--- config.mk ---
export PLATFORM = sky130hd
export DESIGN_NAME = dmc_codec
export DESIGN_NICKNAME = d
export VERILOG_FILES = /design/src/dmc_pkg.sv /design/src/dmc_ac_receiver.sv /design/src/dmc_ar_sender.sv /design/src/dmc_codec.sv
export VERILOG_INCLUDE_DIRS = /design/src /design/src/src
export SDC_FILE = /design/constraint.sdc
export NUM_CORES = 1
export LEC_CHECK = 0
export BUFFER_PORTS_ARGS = -buffer_cell sky130_fd_sc_hd__buf_2
export CORE_AREA = 5 5 233 235
export CTS_BUF_LIST = sky130_fd_sc_hd__clkbuf_2 sky130_fd_sc_hd__clkbuf_4 sky130_fd_sc_hd__clkbuf_8
export CTS_CLUSTER_SIZE = 40
export DETAILED_ROUTE_END_ITERATION = 7
export DIE_AREA = 0 0 238 240
export GPL_ROUTABILITY_DRIVEN = 0
export PLACE_DENSITY_LB_ADDON = 0.2
export SYNTH_ARGS = -nofsm -noshare
export SYNTH_HDL_FRONTEND = slang
export SYNTH_SLANG_ARGS = --single-unit
--- constraint.sdc ---
create_clock -name clk_sys -period 5.4 [get_ports clk_sys]
set_input_delay 0.27 -clock clk_sys [delete_from_list [all_inputs] [get_ports clk_sys]]
set_output_delay 0.27 -clock clk_sys [all_outputs]
set_load 0.01 [all_outputs]
--- src/dmc_regs.svh ---
// register offsets, field positions and reset values of the maintenance message codec
`ifndef DMC_REGS_SVH
`define DMC_REGS_SVH
`define DMC_OFS_CTRL 8'h00
`define DMC_OFS_TAG 8'h04
`define DMC_OFS_ADDR_LO 8'h08
`define DMC_OFS_ADDR_HI 8'h0C
`define DMC_OFS_ID 8'h10
`define DMC_OFS_STATUS 8'h14
`define DMC_OFS_RX_TAG 8'h18
`define DMC_OFS_RX_LO 8'h1C
`define DMC_OFS_RX_HI 8'h20
`define DMC_OFS_RX_INFO 8'h24
`define DMC_B_MULTI 0
`define DMC_B_LEAF 4
`define DMC_B_ASIDV 5
`define DMC_B_VMIDV 6
`define DMC_B_PAFMT 16
`define DMC_B_HINT 17
`define DMC_B_GO 31
`define DMC_S_BUSY 0
`define DMC_S_REFUSED 1
`define DMC_S_RXPEND 2
`define DMC_S_EXT 8
`define DMC_S_TAG16 9
`define DMC_STAGE_LEGACY 2'b00
`define DMC_STAGE_S2 2'b10
`define DMC_STAGE_RSVD 2'b11
`define DMC_REGIME_TOP 2'b01
`define DMC_RST_CTRL 18'h0_0000
`define DMC_RST_WORD 32'h0000_0000
`endif

--- src/dmc_pkg.sv ---
// types shared by the maintenance message codec
package dmc_pkg;
	typedef enum logic [1:0] {DMC_TX_IDLE, DMC_TX_P1, DMC_TX_P2} dmc_tx_t;
	typedef enum logic [1:0] {DMC_RX_P1, DMC_RX_P2, DMC_RX_OUT} dmc_rx_t;
	typedef logic [47:0] dmc_word_t;
	typedef logic [56:0] dmc_va_t;
endpackage

--- src/dmc_ac_receiver.sv ---
// gathers the parts of an incoming maintenance message from the snoop address channel
`include "dmc_regs.svh"
module dmc_ac_receiver
	import dmc_pkg::*;
#(
	parameter int ADDR_W = 48
)(
	input wire logic clk_sys,
	input wire logic rst_n,
	input wire logic ac_valid,
	input wire logic [ADDR_W-1:0] ac_addr,
	input wire logic out_ready,
	output logic ac_ready,
	output logic out_valid,
	output dmc_word_t part1,
	output dmc_word_t part2
);
	dmc_rx_t state;
	wire hs = ac_valid & ac_ready;

	// stalling in the output state holds off the interconnect
	assign ac_ready = state != DMC_RX_OUT;
	assign out_valid = state == DMC_RX_OUT;

	always_ff @(posedge clk_sys or negedge rst_n) begin
		if (!rst_n) begin
			state <= DMC_RX_P1;
			part1 <= '0;
			part2 <= '0;
		end else begin
			unique case (state)
				DMC_RX_P1: if (hs) begin
					part1 <= dmc_word_t'(ac_addr);
					part2 <= '0;
					state <= ac_addr[`DMC_B_MULTI] ? DMC_RX_P2 : DMC_RX_OUT;
				end
				DMC_RX_P2: if (hs) begin
					part2 <= dmc_word_t'(ac_addr);
					state <= DMC_RX_OUT;
				end
				DMC_RX_OUT: if (out_ready) state <= DMC_RX_P1;
				default: state <= DMC_RX_P1;
			endcase
		end
	end
endmodule

--- src/dmc_ar_sender.sv ---
// issues a one- or two-part maintenance message on the read address channel
`include "dmc_regs.svh"
module dmc_ar_sender
	import dmc_pkg::*;
#(
	parameter int ADDR_W = 48,
	parameter int ID_W = 4
)(
	input wire logic clk_sys,
	input wire logic rst_n,
	input wire logic start,
	input wire dmc_word_t part1,
	input wire dmc_word_t part2,
	input wire logic [ID_W-1:0] id,
	input wire logic ar_ready,
	output logic busy,
	output logic first,
	output logic ar_valid,
	output logic [ADDR_W-1:0] ar_addr,
	output logic [ID_W-1:0] ar_id
);
	dmc_tx_t state;
	dmc_word_t p2_q;
	wire hs = ar_valid & ar_ready;

	assign ar_valid = state != DMC_TX_IDLE;
	assign busy = ar_valid;
	assign first = state == DMC_TX_P1;

	// part two follows part one directly, with the same id latched at start
	always_ff @(posedge clk_sys or negedge rst_n) begin
		if (!rst_n) begin
			state <= DMC_TX_IDLE;
			ar_addr <= '0;
			ar_id <= '0;
			p2_q <= '0;
		end else begin
			unique case (state)
				DMC_TX_IDLE: if (start) begin
					state <= DMC_TX_P1;
					ar_addr <= part1[ADDR_W-1:0];
					ar_id <= id;
					p2_q <= part2;
				end
				DMC_TX_P1: if (hs) begin
					if (ar_addr[`DMC_B_MULTI]) begin
						state <= DMC_TX_P2;
						ar_addr <= p2_q[ADDR_W-1:0];
					end else begin
						state <= DMC_TX_IDLE;
					end
				end
				DMC_TX_P2: if (hs) state <= DMC_TX_IDLE;
				default: state <= DMC_TX_IDLE;
			endcase
		end
	end
endmodule

--- src/dmc_codec.sv ---
// maintenance message codec: register slave, message encoder and decoder
//
// The Avalon-MM interface to the registers and the register addresses were left to the implementer.
`include "dmc_regs.svh"
module dmc_codec
	import dmc_pkg::*;
#(
	parameter bit EXT_PROP = 1'b0,
	parameter bit ASID16 = 1'b0,
	parameter bit SEND_VA = 1'b1,
	parameter bit SEND_PA = 1'b0,
	parameter bit IC_PA_TAG = 1'b0,
	parameter logic [3:0] IC_VA_OP = 4'h1,
	parameter logic [3:0] IC_PA_OP = 4'h2,
	parameter int PA_BITS = 48,
	parameter int VA_BITS = 57,
	parameter int ID_W = 4,
	localparam int VA_BUS = VA_BITS <= 32 ? 32 : VA_BITS <= 41 ? 40 : VA_BITS <= 49 ? 44 : 48,
	localparam int ADDR_W = PA_BITS > VA_BUS ? PA_BITS : VA_BUS
)(
	input wire logic clk_sys,
	input wire logic rst_n,
	input wire logic [7:0] avs_address,
	input wire logic avs_read,
	input wire logic avs_write,
	input wire logic [31:0] avs_writedata,
	input wire logic [3:0] avs_byteenable,
	output logic [31:0] avs_readdata,
	output logic avs_waitrequest,
	output logic ar_valid,
	input wire logic ar_ready,
	output logic [ADDR_W-1:0] ar_addr,
	output logic [ID_W-1:0] ar_id,
	input wire logic ac_valid,
	output logic ac_ready,
	input wire logic [ADDR_W-1:0] ac_addr,
	output logic inv_valid,
	input wire logic inv_ready,
	output dmc_va_t inv_addr,
	output logic inv_pa_fmt,
	output logic [15:0] inv_tag,
	output logic [7:0] inv_vm,
	output logic inv_leaf,
	output logic [1:0] inv_stage,
	output logic [1:0] inv_regime,
	output logic [3:0] inv_op,
	output logic inv_super,
	output logic inv_err
);
	localparam dmc_va_t VA_MASK = dmc_va_t'((58'h1 << VA_BITS) - 58'h1);
	localparam dmc_word_t PA_MASK = dmc_word_t'((49'h1 << PA_BITS) - 49'h1);

	function automatic logic [31:0] be_merge(input logic [31:0] old, input logic [31:0] wd,
			input logic [3:0] be);
		logic [31:0] r;
		r = old;
		for (int i = 0; i < 4; i++) begin
			if (be[i]) r[8*i +: 8] = wd[8*i +: 8];
		end
		return r;
	endfunction

	// ****************************************
	// register slave
	// ****************************************
	logic ack;
	logic [17:0] ctrl;
	logic [31:0] tag_reg;
	logic [31:0] addr_lo;
	logic [24:0] addr_hi;
	logic [ID_W-1:0] id_reg;
	logic refused;
	logic tx_busy;
	logic tx_first;
	logic tx_bad;
	logic [31:0] rd_mux;

	wire req = avs_read | avs_write;
	// every access takes two cycles: read data is registered on the same edge that releases waitrequest
	assign avs_waitrequest = req & ~ack;
	wire wr_en = avs_write & ack;
	wire sel_ctrl = avs_address == `DMC_OFS_CTRL;
	wire sel_tag = avs_address == `DMC_OFS_TAG;
	wire sel_lo = avs_address == `DMC_OFS_ADDR_LO;
	wire sel_hi = avs_address == `DMC_OFS_ADDR_HI;
	wire sel_id = avs_address == `DMC_OFS_ID;
	wire sel_stat = avs_address == `DMC_OFS_STATUS;
	wire [31:0] ctrl_new = be_merge({14'h0, ctrl}, avs_writedata, avs_byteenable);
	wire go = wr_en & sel_ctrl & avs_byteenable[3] & avs_writedata[`DMC_B_GO];
	wire start = go & ~tx_busy & ~tx_bad;
	wire clr_refused = wr_en & sel_stat & avs_byteenable[0] & avs_writedata[`DMC_S_REFUSED];

	always_ff @(posedge clk_sys or negedge rst_n) begin
		if (!rst_n) begin
			ack <= 1'b0;
			avs_readdata <= `DMC_RST_WORD;
		end else begin
			ack <= req & ~ack;
			if (req & ~ack) avs_readdata <= avs_read ? rd_mux : `DMC_RST_WORD;
		end
	end

	always_ff @(posedge clk_sys or negedge rst_n) begin
		if (!rst_n) begin
			ctrl <= `DMC_RST_CTRL;
			tag_reg <= `DMC_RST_WORD;
			addr_lo <= `DMC_RST_WORD;
			addr_hi <= '0;
			id_reg <= '0;
		end else if (wr_en) begin
			if (sel_ctrl) ctrl <= ctrl_new[17:0];
			if (sel_tag) tag_reg <= be_merge(tag_reg, avs_writedata, avs_byteenable);
			if (sel_lo) addr_lo <= be_merge(addr_lo, avs_writedata, avs_byteenable);
			if (sel_hi) addr_hi <= 25'(be_merge({7'h0, addr_hi}, avs_writedata, avs_byteenable));
			if (sel_id) id_reg <= ID_W'(be_merge(32'(id_reg), avs_writedata, avs_byteenable));
		end
	end

	// a refusal in the same cycle as its clear stays visible
	always_ff @(posedge clk_sys or negedge rst_n) begin
		if (!rst_n) refused <= 1'b0;
		else refused <= (go & (tx_busy | tx_bad)) | (refused & ~clr_refused);
	end

	// ****************************************
	// encoder
	// ****************************************
	// a go write launches with the fields it carries, not the ones it replaces
	wire [17:0] ctrl_eff = (wr_en & sel_ctrl) ? ctrl_new[17:0] : ctrl;
	wire [1:0] tx_stage = ctrl_eff[3:2];
	wire [1:0] tx_regime = ctrl_eff[11:10];
	wire tx_leaf = ctrl_eff[`DMC_B_LEAF];
	wire tx_hint = ctrl_eff[`DMC_B_HINT];
	wire address_space_tag_ok = ctrl_eff[`DMC_B_ASIDV] | tx_hint;
	wire virtual_machine_tag_ok = ctrl_eff[`DMC_B_VMIDV] | tx_hint;
	wire [15:0] address_space_tag_in = tag_reg[15:0];
	// an eight-bit tag always leaves with its upper byte cleared
	wire [7:0] address_space_tag_hi = (ASID16 && EXT_PROP) ? address_space_tag_in[15:8] : 8'h00;
	wire tx_ext = tx_leaf | (tx_stage != `DMC_STAGE_LEGACY) | (tx_regime == `DMC_REGIME_TOP);
	// extended encodings are refused, not silently downgraded, on a legacy-only part
	assign tx_bad = (tx_stage == `DMC_STAGE_RSVD) | (!EXT_PROP & tx_ext);
	// at least one format is always available; stage two forces the physical layout
	wire tx_pa = (tx_stage == `DMC_STAGE_S2) | !SEND_VA | (SEND_PA & ctrl_eff[`DMC_B_PAFMT]);
	wire dmc_va_t tx_va = {addr_hi, addr_lo} & VA_MASK;
	wire dmc_word_t tx_paddr = {addr_hi[15:0], addr_lo} & PA_MASK;
	wire dmc_word_t tx_p1 = {
		tx_pa ? 4'h0 : tx_va[56:53],
		tx_pa ? 4'h0 : tx_va[48:45],
		address_space_tag_ok ? address_space_tag_hi : 8'h00,
		virtual_machine_tag_ok ? tag_reg[23:16] : 8'h00,
		address_space_tag_ok ? address_space_tag_in[7:0] : 8'h00,
		ctrl_eff[15:0]
	};
	wire dmc_word_t tx_p2 = tx_pa ? {tx_paddr[47:4], 4'h0} :
		{tx_va[52:49], tx_va[44:41], tx_va[39:4], tx_va[40], 3'h0};

	dmc_ar_sender #(
		.ADDR_W(ADDR_W),
		.ID_W(ID_W)
	) u_sender (
		.clk_sys(clk_sys),
		.rst_n(rst_n),
		.start(start),
		.part1(tx_p1),
		.part2(tx_p2),
		.id(id_reg),
		.ar_ready(ar_ready),
		.busy(tx_busy),
		.first(tx_first),
		.ar_valid(ar_valid),
		.ar_addr(ar_addr),
		.ar_id(ar_id)
	);

	// ****************************************
	// decoder
	// ****************************************
	dmc_word_t rx_p1;
	dmc_word_t rx_p2;
	logic rx_valid;
	wire rx_take = rx_valid & (~inv_valid | inv_ready);

	dmc_ac_receiver #(
		.ADDR_W(ADDR_W)
	) u_receiver (
		.clk_sys(clk_sys),
		.rst_n(rst_n),
		.ac_valid(ac_valid),
		.ac_addr(ac_addr),
		.out_ready(rx_take),
		.ac_ready(ac_ready),
		.out_valid(rx_valid),
		.part1(rx_p1),
		.part2(rx_p2)
	);

	wire [1:0] rx_stage = rx_p1[3:2];
	wire [1:0] rx_regime = rx_p1[11:10];
	wire [3:0] rx_op = rx_p1[15:12];
	wire rx_ext = rx_p1[`DMC_B_LEAF] | (rx_stage != `DMC_STAGE_LEGACY) |
		(rx_regime == `DMC_REGIME_TOP);
	wire rx_err = (rx_stage == `DMC_STAGE_RSVD) | (!EXT_PROP & rx_ext);
	wire rx_ic = (rx_op == IC_PA_OP) | (rx_op == IC_VA_OP);
	wire rx_pa = (rx_stage == `DMC_STAGE_S2) | (rx_op == IC_PA_OP);
	// a cache tagged the other way cannot match the address, so it must drop everything
	wire rx_super = rx_ic & (rx_pa != IC_PA_TAG);
	// an eight-bit receiver over-invalidates rather than comparing the upper byte
	wire [15:0] rx_tag = {ASID16 ? rx_p1[39:32] : 8'h00, rx_p1[23:16]};
	wire dmc_va_t rx_va = {rx_p1[47:44], rx_p2[47:44], rx_p1[43:40], rx_p2[43:40],
		rx_p2[3], rx_p2[39:4], 4'h0} & VA_MASK;
	wire dmc_word_t rx_paddr = {rx_p2[47:4], 4'h0} & PA_MASK;
	wire dmc_va_t rx_addr = rx_pa ? dmc_va_t'(rx_paddr) : rx_va;

	always_ff @(posedge clk_sys or negedge rst_n) begin
		if (!rst_n) begin
			inv_valid <= 1'b0;
			inv_addr <= '0;
			inv_pa_fmt <= 1'b0;
			inv_tag <= '0;
			inv_vm <= '0;
			inv_leaf <= 1'b0;
			inv_stage <= `DMC_STAGE_LEGACY;
			inv_regime <= 2'b00;
			inv_op <= 4'h0;
			inv_super <= 1'b0;
			inv_err <= 1'b0;
		end else begin
			inv_valid <= rx_take | (inv_valid & ~inv_ready);
			if (rx_take) begin
				inv_addr <= rx_addr;
				inv_pa_fmt <= rx_pa;
				inv_tag <= rx_tag;
				inv_vm <= rx_p1[31:24];
				inv_leaf <= rx_p1[`DMC_B_LEAF];
				inv_stage <= rx_stage;
				inv_regime <= rx_regime;
				inv_op <= rx_op;
				inv_super <= rx_super;
				inv_err <= rx_err;
			end
		end
	end

	// ****************************************
	// read-back
	// ****************************************
	wire [31:0] stat_word = 32'({ASID16, EXT_PROP, 5'h00, inv_valid, refused, tx_busy});
	wire [31:0] info_word = 32'({inv_err, inv_super, inv_pa_fmt, inv_op, inv_regime,
		inv_stage, inv_leaf});
	assign rd_mux = sel_ctrl ? {14'h0, ctrl} :
		sel_tag ? tag_reg :
		sel_lo ? addr_lo :
		sel_hi ? {7'h0, addr_hi} :
		sel_id ? 32'(id_reg) :
		sel_stat ? stat_word :
		(avs_address == `DMC_OFS_RX_TAG) ? {8'h00, inv_vm, inv_tag} :
		(avs_address == `DMC_OFS_RX_LO) ? inv_addr[31:0] :
		(avs_address == `DMC_OFS_RX_HI) ? {7'h0, inv_addr[56:32]} :
		(avs_address == `DMC_OFS_RX_INFO) ? info_word :
		`DMC_RST_WORD;

	// ****************************************
	// checks
	// ****************************************
	wire dmc_word_t ar48 = dmc_word_t'(ar_addr);
endmodule

==> key figures, run 1 <==
Clock network
  • Clk sink count: 406
  • Clk root buf: clkbuf_8
  • CTS max path bufs: 3
  • CTS clk-pin slew, worst paths: 60 ps
  • Post-CTS Resized: 0
  • Num CTS Buffers: 74
  • TritonCTS clock tree: yes
  • Setup bufs post-CTS: 0
  • H-tree Lvls: 3
  • Later-pin clock latency in the skew report: ~640 ps

Detailed routing
  • Drt total wl: 60.6 mm
  • First-iteration detailed-routing DRC count: a little over 900
  • Avg Vias per Cell: 5.01
  • Vias: 14000
  • # DRC: 0
  • Remaining antenna violation count after routing: 0
  • First-pass DRT Iterations: 4
  • WL/cell: 21.7 microns

Floorplanning
  • Area of the die: about 57000 sq um
  • Die Ht: 240 microns
  • Core area: ~52000 sq um
  • Io pins: 280
  • FP Rows: 84
  • Starting density of the core: 34.4%
  • Die width: around 240 microns

Critical path
  • CP max stage delay: 760 ps
  • Critical Path Fanout Max: 21
  • CP arrival: 4060 ps
  • Critical-path cell list: dlygate4sd3_1 -> buf_2 -> nor4_4 -> buf_4 -> nand4_1 -> or4b_2 -> nand2_1 -> mux2_2
  • Buffers & Inverters on Critical Path: 3
  • Startpoint types: primary input
  • Worst Setup Path Type: primary input to register
  • Data required, critical path: 5910 ps
  • Delay-heaviest family, CP: simple AND/OR/NAND/NOR gates
  • Crit path capture type: register
  • CP max-delay cell: or4b_2

Timing
  • Setup Viol. Count Final: 0
  • Slew headroom: 18.9%
  • RSZ-0062 raised after global routing: no
  • F_max: 0.282 GHz
  • Setup Skew: 27.3 ps
  • Slew Viols, Final: 0
  • Setup TNS: 0 ps
  • Final min period: about 3600 ps
  • Slew @ Worst Pin: 1210 ps
  • Fin crit share: 65.8%
  • Final Hold Vio Count: 0

Logic synthesis
  • Post-synth ARST share: 100%
  • Yosys reg bits: roughly 410
  • Post-Syn Area per Cell: 10.4 sq um
  • Post-synthesis instance area: ~18000 sq um
  • Synth area leaders: dfrtp_1 57%, nand2_1 11%, mux2_2 11%
  • Post-synth EDFFs: 0
  • Area fraction of the dominant cell type after synthesis: 56.8%
  • Top FF cell, synth: dfrtp_1
  • Biggest area consumer among synthesized cells: dfrtp_1
  • Synth unique cells: 58
  • Sequential area share after synthesis: 56.8%
  • Post-Synthesis Cells: 1715
  • Yosys warnings: 0

Global route
  • Initial antenna violation count: 2
  • Largest net degree at the start of global routing: between 150 and 200
  • Total GRT Usage: 20.9%
  • Number of global-route vias before repair: 14300
  • Final global-route overflow total: 0
  • First-pass GRT wire length: 91.2 mm

Layout
  • Largest register FFs: 53
  • Biggest register: inv_addr
  • Largest regs: inv_addr x53, u_sender.ar_addr x48
  • Finished Cell Area: 22300 sq um
  • P&R area growth vs syn: 24.6%
  • Layout Nets: 2152
  • Layout cell share with drive strength beyond 1: approximately 29%

Power
  • Worst VDD drop: 242 uV
  • Overall power: 8240 uW
  • Pleak: 0.0112 uW
  • PwrDens: 370 nW/um^2

Placed design
  • HPWL Detailed: roughly 43 mm
  • Port Buf Inserts: approximately 270
  • Placed cell areas: just under 20000 sq um

Min path
  • Hold WC Path Type: primary input to register

Outcome
  • Outcome: complete, no violations

Job
  • Max Cap Violations: 0
## placed cells by master, fill, tap and decap left out, types with 6 or more instances in the layout
| master | netlist | routed |
|---|---|---|
| nand2_1 | 516 | 516 |
| clkbuf_4 | 0 | 23 |
| nor2_1 | 23 | 22 |
| nand3_1 | 34 | 34 |
| a22o_1 | 10 | 10 |
| nor2b_1 | 14 | 12 |
| mux2_2 | 170 | 170 |
| clkbuf_8 | 0 | 100 |
| inv_1 | 15 | 15 |
| o31ai_2 | 10 | 10 |
| buf_2 | 8 | 265 |
| a21oi_1 | 31 | 31 |
| o31ai_1 | 10 | 10 |
| and3_1 | 9 | 9 |
| conb_1 | 1 | 12 |
| mux2i_1 | 62 | 62 |
| buf_4 | 12 | 18 |
| o221ai_1 | 6 | 6 |
| o22ai_1 | 8 | 8 |
| a2bb2oi_1 | 6 | 6 |
| a221oi_1 | 9 | 9 |
| nor3_1 | 15 | 15 |
| dlygate4sd3_1 | 0 | 85 |
| nand2b_1 | 15 | 13 |
| o21ai_0 | 136 | 136 |
| a22oi_1 | 23 | 23 |
| dfrtp_1 | 406 | 406 |
| a221o_1 | 8 | 8 |
## final timing paths
path                       slack (ps)  cells past startpoint                 start              endpoint
max                              1850                      8        avs_address[6]   u_sender.ar_addr[7]
min                               110                      4        avs_address[7]       avs_readdata[7]
min reg2reg                       440                      2  u_receiver.part2[24]          inv_addr[24]
max in group asynchronous        3740                      3                 rst_n  u_sender.ar_addr[45]
min in group asynchronous         200                      2                 rst_n  u_sender.ar_addr[30]
max reg2reg                      2300                      5                   ack   u_sender.ar_addr[7]
## report_power, final
| part | switching (uW) | internal [uW] | total [uW] |
|---|---|---|---|
| Clock | 1300 | 1840 | 3140 |
| Combinational | 805 | 493 | 1300 |
| Sequential | 390 | 3410 | 3800 |
## area by class of cell
class / count / area (sq um)
well taps: 688 / 861
diodes: 2 / 5.00
inverters: 15 / 56.3
repair buffers: 371 / 2370
clock inverters: 6 / 57.6
clock buffers: 123 / 1550
multi-input cells: 1185 / 7240
fillers: 5093 / 29700
flip-flops and latches: 406 / 10200
## metrics by stage
step / hold WS, ps / setup slack, ps / cells / utilization (%)
detailed placement: 288 / 1670 / 2580 / 38.1
CTS: 49.1 / 1930 / 2794 / 42.8
floorplan: -25.6 / 3030 / 1726 / -
global route: 108 / 1730 / 2795 / 42.8
global placement: 287 / 1680 / 2580 / 38.1
finish: 107 / 1850 / 2796 / 42.8
## routing by layer
layer / share of wire [%] / up-vias / track usage, %
li1: - / 6580 / -
met1: 45 / 6888 / 28.9
met2: 46 / 465 / 32.6
met3: 6.9 / 79 / 5.24
met4: 2.6 / 2 / 6.77
met5: 0.012 / - / 0
## logic make-up (layout without fill, tap and decap cells)
logic type	count (synthesis)	count (layout)	share of synthesized area, %
AO/OA/AOI/OAI	291	291	10.6
XOR/XNOR	1	1	0.0490
buffers and inverters	135	515	3.27
flip-flops	406	406	56.8
multiplexers	232	232	14.2
other	1	14	0.0210
AND/OR/NAND/NOR	649	649	15.1
## repair_timing
item | 4_1_cts | 5_1_grt
setup endpoints to repair | 0 | 0
hold endpoints to repair | 267 | 0
hold buffers | 85 | 0
## Yosys cell counts (all sizes together) (3+ instances only)
cell type  count
nand2        516
dfrtp        406
mux2         170
o21ai        136
clkbuf        87
mux2i         62
nand3         35
buf           33
a21oi         31
a22oi         23
nor2          23
o31ai         20
nor3          18
inv           15
nand2b        15
nor2b         14
a22o          10
a221oi         9
and3           9
a221o          8
o22ai          8
a2bb2oi        6
o221ai         6
a31oi          4
a32oi          4
and2           4
o22a           4
o2bb2ai        4
a32o           3
o2111ai        3
o211ai         3
or2            3
or3            3
## worst min-delay path: stages
cell and delay, ps:
buf_2 110, nor4_4 100, o2111ai_1 90, o221ai_1 110
No activity file was read; power rests on OpenSTA's default activity.
==> run 2, diff against run 1 <==
- clock period: 5.4 -> 3 ns (I/O delays scaled with it)
==> run 2 against run 1 <==
Register-to-register slack lost 1900 ps. Cell count grew 1.2%. Die area is the same. Largest power group unchanged. Highest routed layer is now met4.
==> key figures, run 2 (synthesis gave the netlist of run 1 again) <==
Critical path
  • Critical-path cell list: dlygate4sd3_1 -> buf_2 -> nor4_4 -> dlygate4sd3_1 -> nand4_1 -> or4b_2 -> nand2_1 -> buf_12 -> mux2_2 (was dlygate4sd3_1 -> buf_2 -> nor4_4 -> buf_4 -> nand4_1 -> or4b_2 -> nand2_1 -> mux2_2)
  • Startpoint types: primary input (unchanged)
  • Crit path top cell by count: dlygate4sd3_1
  • CP arrival: 3510 ps (was 4060 ps)
  • CP max stage delay: 810 ps (was 760 ps)
  • Data required, critical path: 3520 ps (was 5910 ps)
  • Crit path capture type: register (unchanged)
  • CP max-delay cell: or4b_2 (unchanged)
  • Worst Setup Path Type: primary input to register (unchanged)
  • Critical Path Fanout Max: 21 (unchanged)

Layout
  • Layout Nets: 2191 (was 2152)
  • Most frequent cells in the layout: 516 x nand2_1, 406 x dfrtp_1, 265 x buf_2 (unchanged)
  • Filler Cell Count: 5083 (was 5093)
  • Largest regs: inv_addr x53, u_sender.ar_addr x48 (unchanged)
  • Most common cell after layout, fill and taps aside: nand2_1 (unchanged)
  • Flip-flop and latch area: 10200 sq um (unchanged)
  • P&R area growth vs syn: 26.1% (was 24.6%)
  • Largest register FFs: 53 (unchanged)
  • Multi-input logic area: 7230 sq um (was 7240 sq um)
  • Layout cell share with drive strength beyond 1: 30.0% (was 29.2%)
  • Biggest register: inv_addr (unchanged)
  • Finished Cell Area: 22600 sq um (was 22300 sq um)

Global route
  • Met3 Usage GRT: 5.26% (was 5.24%)
  • Initial antenna violation count: 0 (was 2)
  • Number of global-route vias before repair: 14500 (was 14300)
  • First-pass GRT wire length: 92.7 mm (was 91.2 mm)
  • Total GRT Usage: 21.3% (was 20.9%)
  • Busiest grt layer: met2 (unchanged)
  • Largest net degree at the start of global routing: 92 (was 171)
  • Global-route met1 utilization: 29.6% (was 28.9%)
  • GR Util met2: 33.2% (was 32.6%)
  • Final global-route overflow total: 0 (unchanged)

Outcome
  • Outcome: complete, no violations (unchanged)

Detailed routing
  • # DRC: 0 (unchanged)
  • Drt total wl: 61.4 mm (was 60.6 mm)
  • Avg Vias per Cell: 5.08 (was 5.01)
  • First-iteration detailed-routing DRC count: 999 (was 912)
  • Vias: 14400 (was 14000)
  • First-pass DRT Iterations: 5 (was 4)
  • WL/cell: 21.7 microns (about the same)
  • Remaining antenna violation count after routing: 0 (unchanged)

Placed design
  • Port Buf Inserts: 266 (unchanged)
  • Placed cell areas: 20200 sq um (was 19800 sq um)
  • HPWL Detailed: 44.7 mm (was 43.5 mm)

Clock network
  • CTS max path bufs: 3 (unchanged)
  • Post-CTS Resized: 0 (unchanged)
  • TritonCTS clock tree: yes (unchanged)
  • Clk sink count: 406 (unchanged)
  • Clk root buf: clkbuf_8 (unchanged)
  • Later-pin clock latency in the skew report: 660 ps (was 640 ps)
  • H-tree Lvls: 3 (unchanged)
  • Num CTS Buffers: 72 (was 74)
  • CTS clk-pin slew, worst paths: 60 ps (about the same)

Timing
  • Slew @ Worst Pin: 1010 ps (was 1210 ps)
  • Slew headroom: 32.7% (was 18.9%)
  • Setup Viol. Count Final: 0 (unchanged)
  • F_max: around 0.33 GHz
  • Slew Viols, Final: 0 (unchanged)
  • Final hold slack: 104 ps (was 107 ps)
  • Final Hold Vio Count: 0 (unchanged)
  • Setup Skew: 34.0 ps (was 27.3 ps)
  • Final min period: 2990 ps
  • Fin crit share: 99.8%

Power
  • Overall power: 14600 uW (was 8240 uW)
  • PwrDens: 648 nW/um^2 (was 370 nW/um^2)
  • Pleak: 0.0113 uW (was 0.0112 uW)
  • Worst VDD drop: 449 uV (was 242 uV)

Floorplanning
  • Starting density of the core: 34.4% (unchanged)
  • Die width: 238 microns (unchanged)
  • Area of the die: 57100 sq um (unchanged)
  • Io pins: 280 (unchanged)
  • Core area: 52000 sq um (unchanged)
  • FP Rows: 84 (unchanged)
  • Die Ht: 240 microns (unchanged)

Min path
  • Hold WC Path Type: primary input to register (unchanged)

Job
  • Max Cap Violations: 0 (unchanged)
-- run 2: cell count changes in the layout (fill, tap and decap cells not counted) --
| cell | change |
|---|---|
| buf_4 | +29 |
| buf_12 | +6 |
| clkbuf_8 | -6 |
| dlygate4sd3_1 | +6 |
| clkbuf_4 | -3 |
| clkinvlp_4 | +2 |
| bufinv_16 | -1 |
| clkinv_2 | +1 |
| diode_2 | -1 |
| nor3_2 | +1 |
| nor3_4 | -1 |
-- run 2: through the flow --
stage                     TNS [ps]  util [%]  cells  setup slack [ps]
final                            0      43.4   2829              6.59
after global routing         -17.2      43.4   2828             -4.09
after CTS                        0      43.4   2827              72.8
after detailed placement         0      38.7   2614               273
after global placement           0      38.7   2614               344
after floorplan                  0         -   1726               638
-- run 2: worst max-delay path, delay by kind of cell --
family                 cells  cell delay [ps]
buffers and inverters      4             1540
AND/OR/NAND/NOR            4             1470
multiplexers               1              350
-- run 2: power breakdown --
part | leakage (uW) | total (uW) | internal [uW] | switching, uW
clock | 0.000788 | 5350 | 3030 | 2320
combinational | 0.00503 | 2390 | 939 | 1450
sequential | 0.00550 | 6880 | 6150 | 729
total | 0.0113 | 14600 | 10100 | 4500
-- run 2: what timing repair did --
action                                 in CTS  in global routing
endpoints found under the hold margin     310                  0
setup endpoints to repair                   0                 21
hold buffers                               91                  0
setup buffers                               0                  1
-- run 2: worst paths after layout --
path | start | end | slack (ps) | depth (start not counted)
setup reg to reg | u_sender.state[0] | u_sender.ar_addr[4] | 390 | 6
hold reg to reg | u_receiver.state[1] | u_receiver.state[0] | 460 | 1
min in group asynchronous | rst_n | u_sender.ar_addr[26] | 110 | 2
setup / recovery | avs_address[6] | u_sender.ar_addr[4] | 7 | 9
hold / removal | avs_write | addr_hi[24] | 100 | 4
max in group asynchronous | rst_n | avs_readdata[10] | 1890 | 3
-- run 2: per-layer routing --
layer  up-vias  routed length [microns]
met1      7176                    27300
li1       6664                        -
met3        67                     4380
met4         0                     1360
met2       460                    28400
met5         -                        0
-- run 2: final cells by class --
| class | instances | share of cell area, % |
|---|---|---|
| multi-input cells | 1185 | 32.0 |
| inverters | 15 | 0.250 |
| clock inverters | 8 | 0.211 |
| repair buffers | 412 | 12.3 |
| flip-flops and latches | 406 | 45.0 |
| clock buffers | 114 | 6.40 |
| well taps | 688 | 3.81 |
| diodes | 1 | 0.0111 |
